==> config.mk <==
export PLATFORM = sky130hd
export DESIGN_NAME = phy_vendor_regs
export DESIGN_NICKNAME = d
export VERILOG_FILES = /design/src/include/phy_vsc_pkg.sv /design/src/logic/phy_vendor_regs.sv /design/src/logic/sat_clr_counter.sv
export SDC_FILE = /design/constraint.sdc
export NUM_CORES = 1
export LEC_CHECK = 0
export BUFFER_PORTS_ARGS = -buffer_cell sky130_fd_sc_hd__buf_2
export CAP_MARGIN = 20
export CORE_MARGIN = 4
export CORE_UTILIZATION = 45
export DETAILED_ROUTE_END_ITERATION = 8
export GPL_TIMING_DRIVEN = 0
export PLACE_DENSITY = 0.68
export SYNTH_ARGS = -nofsm -noshare
export SYNTH_HDL_FRONTEND = slang
export SYNTH_SLANG_ARGS = --single-unit
==> constraint.sdc <==
create_clock -name ref_clk -period 2.7 [get_ports ref_clk]
set_clock_uncertainty 0.05 [all_clocks]
set_input_delay 0.135 -clock ref_clk [delete_from_list [all_inputs] [get_ports ref_clk]]
set_output_delay 0.135 -clock ref_clk [all_outputs]
set_load 0.03 [all_outputs]
==> src/include/phy_vsc_pkg.sv <==
package phy_vsc_pkg;
    // ==========================================================
    // Register indices; the byte address is four times the index
    localparam logic [7:0]  IDX_STATUS_CONTROL  = 8'h10;
    localparam logic [7:0]  IDX_SPECIAL_CONTROL = 8'h11;
    localparam logic [7:0]  IDX_ADDRESS_READ    = 8'h12;
    localparam logic [7:0]  IDX_FALSE_CARRIER   = 8'h13;
    localparam logic [7:0]  IDX_DISCONNECT      = 8'h14;
    localparam logic [7:0]  IDX_ERROR_FRAME     = 8'h15;
    localparam logic [7:0]  IDX_SYMBOL_ERROR    = 8'h16;
    // ==========================================================
    // Status/control field positions
    localparam int          SC_RPD_DISABLE_BIT  = 13;
    localparam int          SC_SYNC_BIT         = 11;
    localparam int          SC_PD100_BIT        = 10;
    localparam int          SC_PD10_BIT         = 9;
    localparam int          SC_POLARITY_BIT     = 8;
    localparam int          SC_ADDR_LSB         = 2;
    localparam int          SC_SPEED_BIT        = 1;
    localparam int          SC_DUPLEX_BIT       = 0;
    localparam logic        SC_RPD_DISABLE_RST  = 1'b1;
    // ==========================================================
    // Special-control field positions
    localparam int          SP_SCRAMBLER_BYPASS = 15;
    localparam int          SP_ENC_BYPASS       = 14;
    localparam int          SP_H_PATTERN        = 13;
    localparam int          SP_34_PATTERN       = 12;
    localparam int          SP_FORCE_LINK       = 11;
    localparam int          SP_SYMERR_ENABLE    = 10;
    localparam int          SP_CRS_DISABLE      = 9;
    localparam int          SP_NO_DYN_PD        = 8;
    localparam int          SP_NEG_LOOPBACK     = 7;
    localparam int          SP_TX_TRISTATE      = 6;
    localparam int          SP_FORCE_POLARITY   = 5;
    localparam int          SP_AUTOPOL_DISABLE  = 4;
    localparam int          SP_SQUELCH_DISABLE  = 3;
    localparam int          SP_EXT_SQUELCH      = 2;
    localparam int          SP_LINK_INT_DISABLE = 1;
    localparam int          SP_JABBER_DISABLE   = 0;
    localparam logic [15:0] SP_RESET            = 16'h0000;
    // ==========================================================
    // Reset values and counting constants
    localparam logic [4:0]  ADDR_READ_RESET     = 5'h01;
    localparam logic [15:0] CNT_RESET           = 16'h0000;
    localparam logic [15:0] SYMERR_CNT_RESET    = 16'h0001;
    localparam int          SYMBOLS_PER_COUNT   = 6;
    localparam logic [31:0] UNMAPPED_READ       = 32'h0000_0000;
endpackage

==> src/logic/phy_vendor_regs.sv <==
`timescale 1ns/1ps
// Contract
// - Status bit 13 low allows automatic reduced power; high suppresses; resets high.
// - Bit 11 shows 100 Mb/s deserializer lock; bit 8 shows receive polarity.
// - Bits 10 and 9 show 100 and 10 Mb/s power-down; reset high.
// - Bits 6 to 2 show the strap-latched management address.
// - Bit 1 shows negotiated speed; bit 0 shows negotiated duplex.
// - Special bit 15 bypasses scrambler; bit 14 bypasses 4B5B encoding.
// - Special bits 13 and 12 force H and 34 transmit patterns.
// - Special bit 11 forces the 100 Mb/s link valid.
// - Special bit 10 enables the receive symbol error output.
// - Special bit 9 suppresses 100 Mb/s receive carrier sense.
// - Special bit 8 prevents dynamic power-down.
// - Special bit 7 puts negotiation into loopback.
// - Special bit 6 tri-states the line transmit drivers.
// - Special bit 5 forces reversed polarity; bit 4 disables auto polarity.
// - Special bit 3 disables squelch test; bit 2 enables extended squelch.
// - Special bit 1 disables link integrity; bit 0 disables jabber.
// - Address register returns the address in bits 4 to 0, resets 00001.
// - False carrier events counted in 16 bits, cleared when read.
// - Disconnect events counted, saturating, cleared when read.
// - Error frames counted once per frame, saturating, cleared when read.
// - Each run of six bad symbols in a frame counts one, saturating.
module phy_vendor_regs
    import phy_vsc_pkg::*;
#(
    parameter int CNT_WIDTH = 16
) (
    input  wire logic        ref_clk,
    input  wire logic        rst_n,
    // Wishbone classic slave
    input  wire logic        wb_cyc_i,
    input  wire logic        wb_stb_i,
    input  wire logic        wb_we_i,
    input  wire logic [9:0]  wb_adr_i,
    input  wire logic [3:0]  wb_sel_i,
    input  wire logic [31:0] wb_dat_i,
    output logic      [31:0] wb_dat_o,
    output logic             wb_ack_o,
    // Strap and line status
    input  wire logic [4:0]  addr_strap,
    input  wire logic        rx_sync,
    input  wire logic        pd100_state,
    input  wire logic        pd10_state,
    input  wire logic        rx_polarity_rev,
    input  wire logic        link_speed100,
    input  wire logic        link_full_duplex,
    // Receive events
    input  wire logic        false_carrier_evt,
    input  wire logic        disconnect_evt,
    input  wire logic        rx_frame_active,
    input  wire logic        rx_frame_err,
    input  wire logic        rx_bad_symbol,
    input  wire logic        rx_symbol_err_raw,
    // Controls to the datapath
    output logic             auto_rpd_enable,
    output logic             scrambler_bypass,
    output logic             enc_bypass,
    output logic             tx_h_pattern,
    output logic             tx_34_pattern,
    output logic             force_link_valid,
    output logic             rx_symbol_err_out,
    output logic             rx_crs_disable,
    output logic             dyn_pd_allow,
    output logic             neg_loopback,
    output logic             tx_drive_oe_n,
    output logic             force_polarity_rev,
    output logic             autopol_disable,
    output logic             squelch_test_disable,
    output logic             ext_squelch_enable,
    output logic             link_integrity_disable,
    output logic             jabber_disable
);
    // Refused at elaboration: each counter fills one 16-bit register
    if (CNT_WIDTH != 16) begin : g_bad_width
        $error("CNT_WIDTH must be 16 to fill the register");
    end

    // ==========================================================
    // Bus decode
    logic        ack_r;
    logic        req;
    logic [7:0]  idx;
    logic        wr_lo;
    logic        rd_take;

    assign req     = wb_cyc_i && wb_stb_i && !ack_r;
    assign idx     = wb_adr_i[9:2];
    assign wr_lo   = req && wb_we_i && wb_sel_i[0] && wb_sel_i[1];
    assign rd_take = req && !wb_we_i;
    assign wb_ack_o = ack_r;

    always_ff @(posedge ref_clk) begin
        if (!rst_n) begin
            ack_r <= 1'b0;
        end else begin
            ack_r <= req;
        end
    end

    // ==========================================================
    // Control registers
    logic        rpd_disable_r;
    logic [15:0] special_r;
    logic [4:0]  addr_latch_r;
    logic        strap_taken_r;

    always_ff @(posedge ref_clk) begin
        if (!rst_n) begin
            rpd_disable_r <= SC_RPD_DISABLE_RST;
        end else if (wr_lo && idx == IDX_STATUS_CONTROL) begin
            rpd_disable_r <= wb_dat_i[SC_RPD_DISABLE_BIT];
        end
    end

    always_ff @(posedge ref_clk) begin
        if (!rst_n) begin
            special_r <= SP_RESET;
        end else if (wr_lo && idx == IDX_SPECIAL_CONTROL) begin
            special_r <= wb_dat_i[15:0];
        end
    end

    // Straps are caught on the first clock after reset release
    always_ff @(posedge ref_clk) begin
        if (!rst_n) begin
            addr_latch_r  <= ADDR_READ_RESET;
            strap_taken_r <= 1'b0;
        end else if (!strap_taken_r) begin
            addr_latch_r  <= addr_strap;
            strap_taken_r <= 1'b1;
        end
    end

    assign auto_rpd_enable        = !rpd_disable_r;
    assign scrambler_bypass       = special_r[SP_SCRAMBLER_BYPASS];
    assign enc_bypass             = special_r[SP_ENC_BYPASS];
    assign tx_h_pattern           = special_r[SP_H_PATTERN];
    assign tx_34_pattern          = special_r[SP_34_PATTERN];
    assign force_link_valid       = special_r[SP_FORCE_LINK];
    assign rx_symbol_err_out      = special_r[SP_SYMERR_ENABLE]
                                    && rx_symbol_err_raw;
    assign rx_crs_disable         = special_r[SP_CRS_DISABLE];
    assign dyn_pd_allow           = !special_r[SP_NO_DYN_PD];
    assign neg_loopback           = special_r[SP_NEG_LOOPBACK];
    assign tx_drive_oe_n          = special_r[SP_TX_TRISTATE];
    assign force_polarity_rev     = special_r[SP_FORCE_POLARITY];
    assign autopol_disable        = special_r[SP_AUTOPOL_DISABLE];
    assign squelch_test_disable   = special_r[SP_SQUELCH_DISABLE];
    assign ext_squelch_enable     = special_r[SP_EXT_SQUELCH];
    assign link_integrity_disable = special_r[SP_LINK_INT_DISABLE];
    assign jabber_disable         = special_r[SP_JABBER_DISABLE];

    // ==========================================================
    // Frame and symbol error qualification
    logic       frame_err_seen_r;
    logic [2:0] bad_run_r;
    logic       frame_err_inc;
    logic       symbol_inc;

    // Only the first error of a frame counts
    assign frame_err_inc = rx_frame_active && rx_frame_err
                           && !frame_err_seen_r;

    always_ff @(posedge ref_clk) begin
        if (!rst_n) begin
            frame_err_seen_r <= 1'b0;
        end else if (!rx_frame_active) begin
            frame_err_seen_r <= 1'b0;
        end else if (rx_frame_err) begin
            frame_err_seen_r <= 1'b1;
        end
    end

    assign symbol_inc = rx_frame_active && rx_bad_symbol
        && bad_run_r == 3'(SYMBOLS_PER_COUNT - 1);

    // Run resets on a good symbol or at frame end
    always_ff @(posedge ref_clk) begin
        if (!rst_n) begin
            bad_run_r <= 3'h0;
        end else if (!rx_frame_active || !rx_bad_symbol || symbol_inc) begin
            bad_run_r <= 3'h0;
        end else begin
            bad_run_r <= bad_run_r + 3'h1;
        end
    end

    // ==========================================================
    // Counters
    logic [CNT_WIDTH-1:0] fc_cnt;
    logic [CNT_WIDTH-1:0] dc_cnt;
    logic [CNT_WIDTH-1:0] ef_cnt;
    logic [CNT_WIDTH-1:0] se_cnt;

    sat_clr_counter #(.WIDTH(CNT_WIDTH), .RESET_VAL(CNT_RESET)) u_fc (
        .ref_clk (ref_clk),
        .rst_n   (rst_n),
        .inc     (false_carrier_evt),
        .clr     (rd_take && idx == IDX_FALSE_CARRIER),
        .count_r (fc_cnt)
    );

    sat_clr_counter #(.WIDTH(CNT_WIDTH), .RESET_VAL(CNT_RESET)) u_dc (
        .ref_clk (ref_clk),
        .rst_n   (rst_n),
        .inc     (disconnect_evt),
        .clr     (rd_take && idx == IDX_DISCONNECT),
        .count_r (dc_cnt)
    );

    sat_clr_counter #(.WIDTH(CNT_WIDTH), .RESET_VAL(CNT_RESET)) u_ef (
        .ref_clk (ref_clk),
        .rst_n   (rst_n),
        .inc     (frame_err_inc),
        .clr     (rd_take && idx == IDX_ERROR_FRAME),
        .count_r (ef_cnt)
    );

    sat_clr_counter #(.WIDTH(CNT_WIDTH),
                      .RESET_VAL(SYMERR_CNT_RESET)) u_se (
        .ref_clk (ref_clk),
        .rst_n   (rst_n),
        .inc     (symbol_inc),
        .clr     (rd_take && idx == IDX_SYMBOL_ERROR),
        .count_r (se_cnt)
    );

    // ==========================================================
    // Read data
    logic [15:0] status_word;
    logic [31:0] rd_nxt;
    logic [31:0] rd_r;

    always_comb begin
        status_word = 16'h0000;
        status_word[SC_RPD_DISABLE_BIT] = rpd_disable_r;
        status_word[SC_SYNC_BIT]        = rx_sync;
        status_word[SC_PD100_BIT]       = pd100_state;
        status_word[SC_PD10_BIT]        = pd10_state;
        status_word[SC_POLARITY_BIT]    = rx_polarity_rev;
        status_word[SC_ADDR_LSB +: 5]   = addr_latch_r;
        status_word[SC_SPEED_BIT]       = link_speed100;
        status_word[SC_DUPLEX_BIT]      = link_full_duplex;
    end

    always_comb begin
        case (idx)
            IDX_STATUS_CONTROL:  rd_nxt = {16'h0000, status_word};
            IDX_SPECIAL_CONTROL: rd_nxt = {16'h0000, special_r};
            IDX_ADDRESS_READ:    rd_nxt = {27'h0, addr_latch_r};
            IDX_FALSE_CARRIER:   rd_nxt = {16'h0000, fc_cnt};
            IDX_DISCONNECT:      rd_nxt = {16'h0000, dc_cnt};
            IDX_ERROR_FRAME:     rd_nxt = {16'h0000, ef_cnt};
            IDX_SYMBOL_ERROR:    rd_nxt = {16'h0000, se_cnt};
            default:             rd_nxt = UNMAPPED_READ;
        endcase
    end

    // Data registered with the ack, so the snapshot precedes the clear
    always_ff @(posedge ref_clk) begin
        if (!rst_n) begin
            rd_r <= 32'h0000_0000;
        end else if (rd_take) begin
            rd_r <= rd_nxt;
        end
    end

    assign wb_dat_o = rd_r;
endmodule

==> src/logic/sat_clr_counter.sv <==
`timescale 1ns/1ps
module sat_clr_counter
    import phy_vsc_pkg::*;
#(
    parameter int          WIDTH     = 16,
    parameter logic [15:0] RESET_VAL = 16'h0000
) (
    input  wire logic             ref_clk,
    input  wire logic             rst_n,
    input  wire logic             inc,
    input  wire logic             clr,
    output logic [WIDTH-1:0]      count_r
);
    // Refused at elaboration: the reset value is only 16 bits wide
    if (WIDTH < 1 || WIDTH > 16) begin : g_bad_width
        $error("WIDTH must be 1 to 16");
    end

    logic [WIDTH-1:0] count_nxt;
    logic             full;

    assign full = &count_r;

    // An event in the clearing cycle counts as one, so none is lost
    always_comb begin
        count_nxt = count_r;
        if (clr) begin
            count_nxt = inc ? WIDTH'(1) : '0;
        end else if (inc && !full) begin
            count_nxt = count_r + WIDTH'(1);
        end
    end

    always_ff @(posedge ref_clk) begin
        if (!rst_n) begin
            count_r <= RESET_VAL[WIDTH-1:0];
        end else begin
            count_r <= count_nxt;
        end
    end
endmodule

==> metrics.yaml <==
synthArstFlopShare: 0
num_vias: 5522
fp.dieH_um: 121
power_switching_uw: 815
dr.pass1.iters: 5
yosys-top-cells-area: "dfxtp_1, mux2i_1, nor2_1, xnor2_1, nand2_1"
tns_ns: 0
ys_warn_count: 0
syn_avg_cell_area_sq_um: 8.41
worstSetupEndpointType: "flop"
power_frac_seq: 0.495
crit_fanout: 9
syn-cell-area_sq_um: 5770
pwr-share-clk: 0.419
power_frac_comb: 0.086
final_cell_area_sq_um: 6970
critical-path-max-stage-delay_ns: 0.42
synth-seq-cells: 108
cts_made_buffers: 9
crit_arrival_ns: 2.49
status: "complete, no violations"
grt.total_usage: 0.237
rsz0062_at_grt: "no"
drv_cap: 0
path_class: "flop to flop"
die_w_um: 121
final_nets: 888
p_int_uw: 2460
finalHoldViolations: 0
hp-class: "input port to flop"
crit_family: "simple AND/OR/NAND/NOR gates"
placed_cell_area_sq_um: 6440
drive_above_1_share: 0.170
ios: 118
synth_top_area_frac: 0.375
drt-initial-drc-count: 523
synthCells: 686
seq_area_frac_synth: 0.375
drc: 0
period_needed_ns: 2.31
worstMarginPinSlew_ns: 0.664
crit_path_start_kind: "flop"
yosysTopAreaCell: "dfxtp_1"
totalWireLength_um: 16900
wl_per_cell_um: 17.1
ant_nets: 0
relSlewSlack: 0.553
grt_max_degree: 20
postCtsSetupBuffers: 0
place.gp.congestion: 0.928
n_fill_cell: 1142
critPathSlowestCell: "or3_1"
overflow: 0
p_per_area_nw_per_um2: 470
grt_pass1_wl_um: 27400
cts-root-buf: "clkbuf_16"
fin_crit_sh: 0.855
leakagePower_uw: 0.00273
cp_cell_sequence: "ha_1 > nand4_1 > or3_1 > clkbuf_1 > nor4_1 > xnor2_1 > nor2_1"
insertion_delay_ns: 0.36
clock.fmax_ghz: 0.433
synth-main-ff-cell: "dfxtp_1"
slew_viol_final: 0
dp.final_hpwl_um: 13100
numPortBuffers: 80
ir_worst_vdd_mv: 0.493
post_cts_resized: 0
initial_core_util: 0.459
grt_pass1_vias: 5345
core-area_sq_um: 12600
p_sw_frac: 0.249
synth_enable_flop_cells: 0
clockBufferDepth: 2
rows: 41
syn_to_final_growth_pct: 20.8
cts.clk_slew.worst_paths_ns: 0.07
dieArea_sq_um: 14700
htreeDepth: 3
clock_sinks: 108
cts_tree: "built"
holdBufCountCts: 22
required_ns: 2.88
viasPerCell: 5.57
antenna_found_initial: 0
crit_buf_inv: 1
setup_viol: 0
ys_types: 62
[worst paths after layout]
path / from / to / slack [ns] / cells after the start
setup / recovery: bad_run_r[0] / u_se.count_r[12] / 0.39 / 7
setup reg to reg: bad_run_r[0] / u_se.count_r[12] / 0.39 / 7
hold / removal: rx_bad_symbol / bad_run_r[1] / 0.01 / 3
hold reg to reg: wb_dat_o[14] / wb_dat_o[14] / 0.40 / 2
[metal layers]
layer	up-vias	track usage	share of wire
met5	-	0	0
met4	0	0.0973	0.035
met3	39	0.0634	0.074
met2	214	0.384	0.46
met1	2584	0.298	0.43
li1	2685	-	-
[through the flow]
step / setup WS [ns] / power, uW / hold WS [ns] / std cells / util
floorplan: 0.711 / 1820 / 0.113 / 701 / -
finish: 0.391 / 3280 / 0.0138 / 992 / 0.554
CTS: 0.393 / 3300 / 0.00257 / 991 / 0.554
detailed placement: 0.306 / 1910 / 0.209 / 953 / 0.512
global route: 0.104 / 3400 / 0.0160 / 991 / 0.554
global placement: 0.356 / 1910 / 0.204 / 953 / 0.512
[layout make-up]
class,instances,area [sq um],area share
Buffer,51,275,0.0395
Multi-Input combinational cell,527,3330,0.478
Antenna cell,1,2.50,0.000359
Inverter,15,56.3,0.00808
Tap cell,172,215,0.0309
Clock buffer,10,229,0.0329
Timing Repair Buffer,102,621,0.0891
Sequential cell,108,2160,0.310
Clock inverter,6,76.3,0.0110
[worst min-delay path, stage by stage]
cell and delay [ns]:
buf_2 0.12, nand4_1 0.08, nor2_1 0.04
[kinds of logic (layout without fill, tap and decap cells)]
family	Yosys count	count (layout)	synth area share
buffers and inverters	66	184	0.0575
multiplexers	55	55	0.100
other	1	17	0.000650
flip-flops	108	108	0.375
AO/OA/AOI/OAI	100	100	0.124
XOR/XNOR	50	50	0.0759
AND/OR/NAND/NOR	300	300	0.254
adder cells (fa/ha/maj)	6	6	0.0130
[sequential cells by signal, summed over array words and instances (netlist names), 3 cells and up]
name / cells
addr_latch_r: 5
bad_run_r: 3
special_r: 16
u_dc.count_r: 16
u_ef.count_r: 16
u_fc.count_r: 16
u_se.count_r: 16
wb_dat_o: 16
[power by group through the flow]
stage          Combinational, uW  Sequential (uW)  Clock [uW]
3_3_place_gp                 247             1660           0
4_1_cts                      277             1620        1400
5_1_grt                      307             1620        1460
2_1_floorplan                170             1650           0
3_5_place_dp                 252             1660           0
6_report                     281             1620        1370
[cell usage in the layout (no fill, tap or decap), types with 11 or more instances in the layout]
master	instances
nor4_1	11
nand3_1	29
buf_2	87
dlygate4sd3_1	22
nor2_1	106
clkbuf_1	20
o21ai_0	14
nand4_1	24
xor2_1	14
buf_4	16
nand2_1	53
xnor2_1	36
mux2_2	13
mux2i_1	41
dfxtp_1	108
nor3_1	24
inv_1	15
a21oi_1	19
conb_1	16
[Yosys cell counts, types with 4 or more instances]
library cell and n:
o21ai_1 6, and4_1 4, a21oi_1 19, nand3_1 29, xnor2_1 36, a22oi_1 9
buf_4 16, buf_2 7, o31ai_1 5, mux2i_1 41, a211oi_1 7, a2bb2oi_1 5
inv_1 15, dfxtp_1 108, nand4_1 24, o2bb2ai_1 4, nor2_1 106, nor2b_1 8
buf_1 7, or3_1 8, and2_1 4, nand2_1 53, mux2_2 13, o211ai_1 6
nor4_1 11, xor2_1 14, a311oi_1 4, o21ai_0 14, ha_1 6, a221oi_1 4
clkbuf_1 19, and3_1 6, nor3_1 24
No activity file was read; power rests on OpenSTA's default activity.
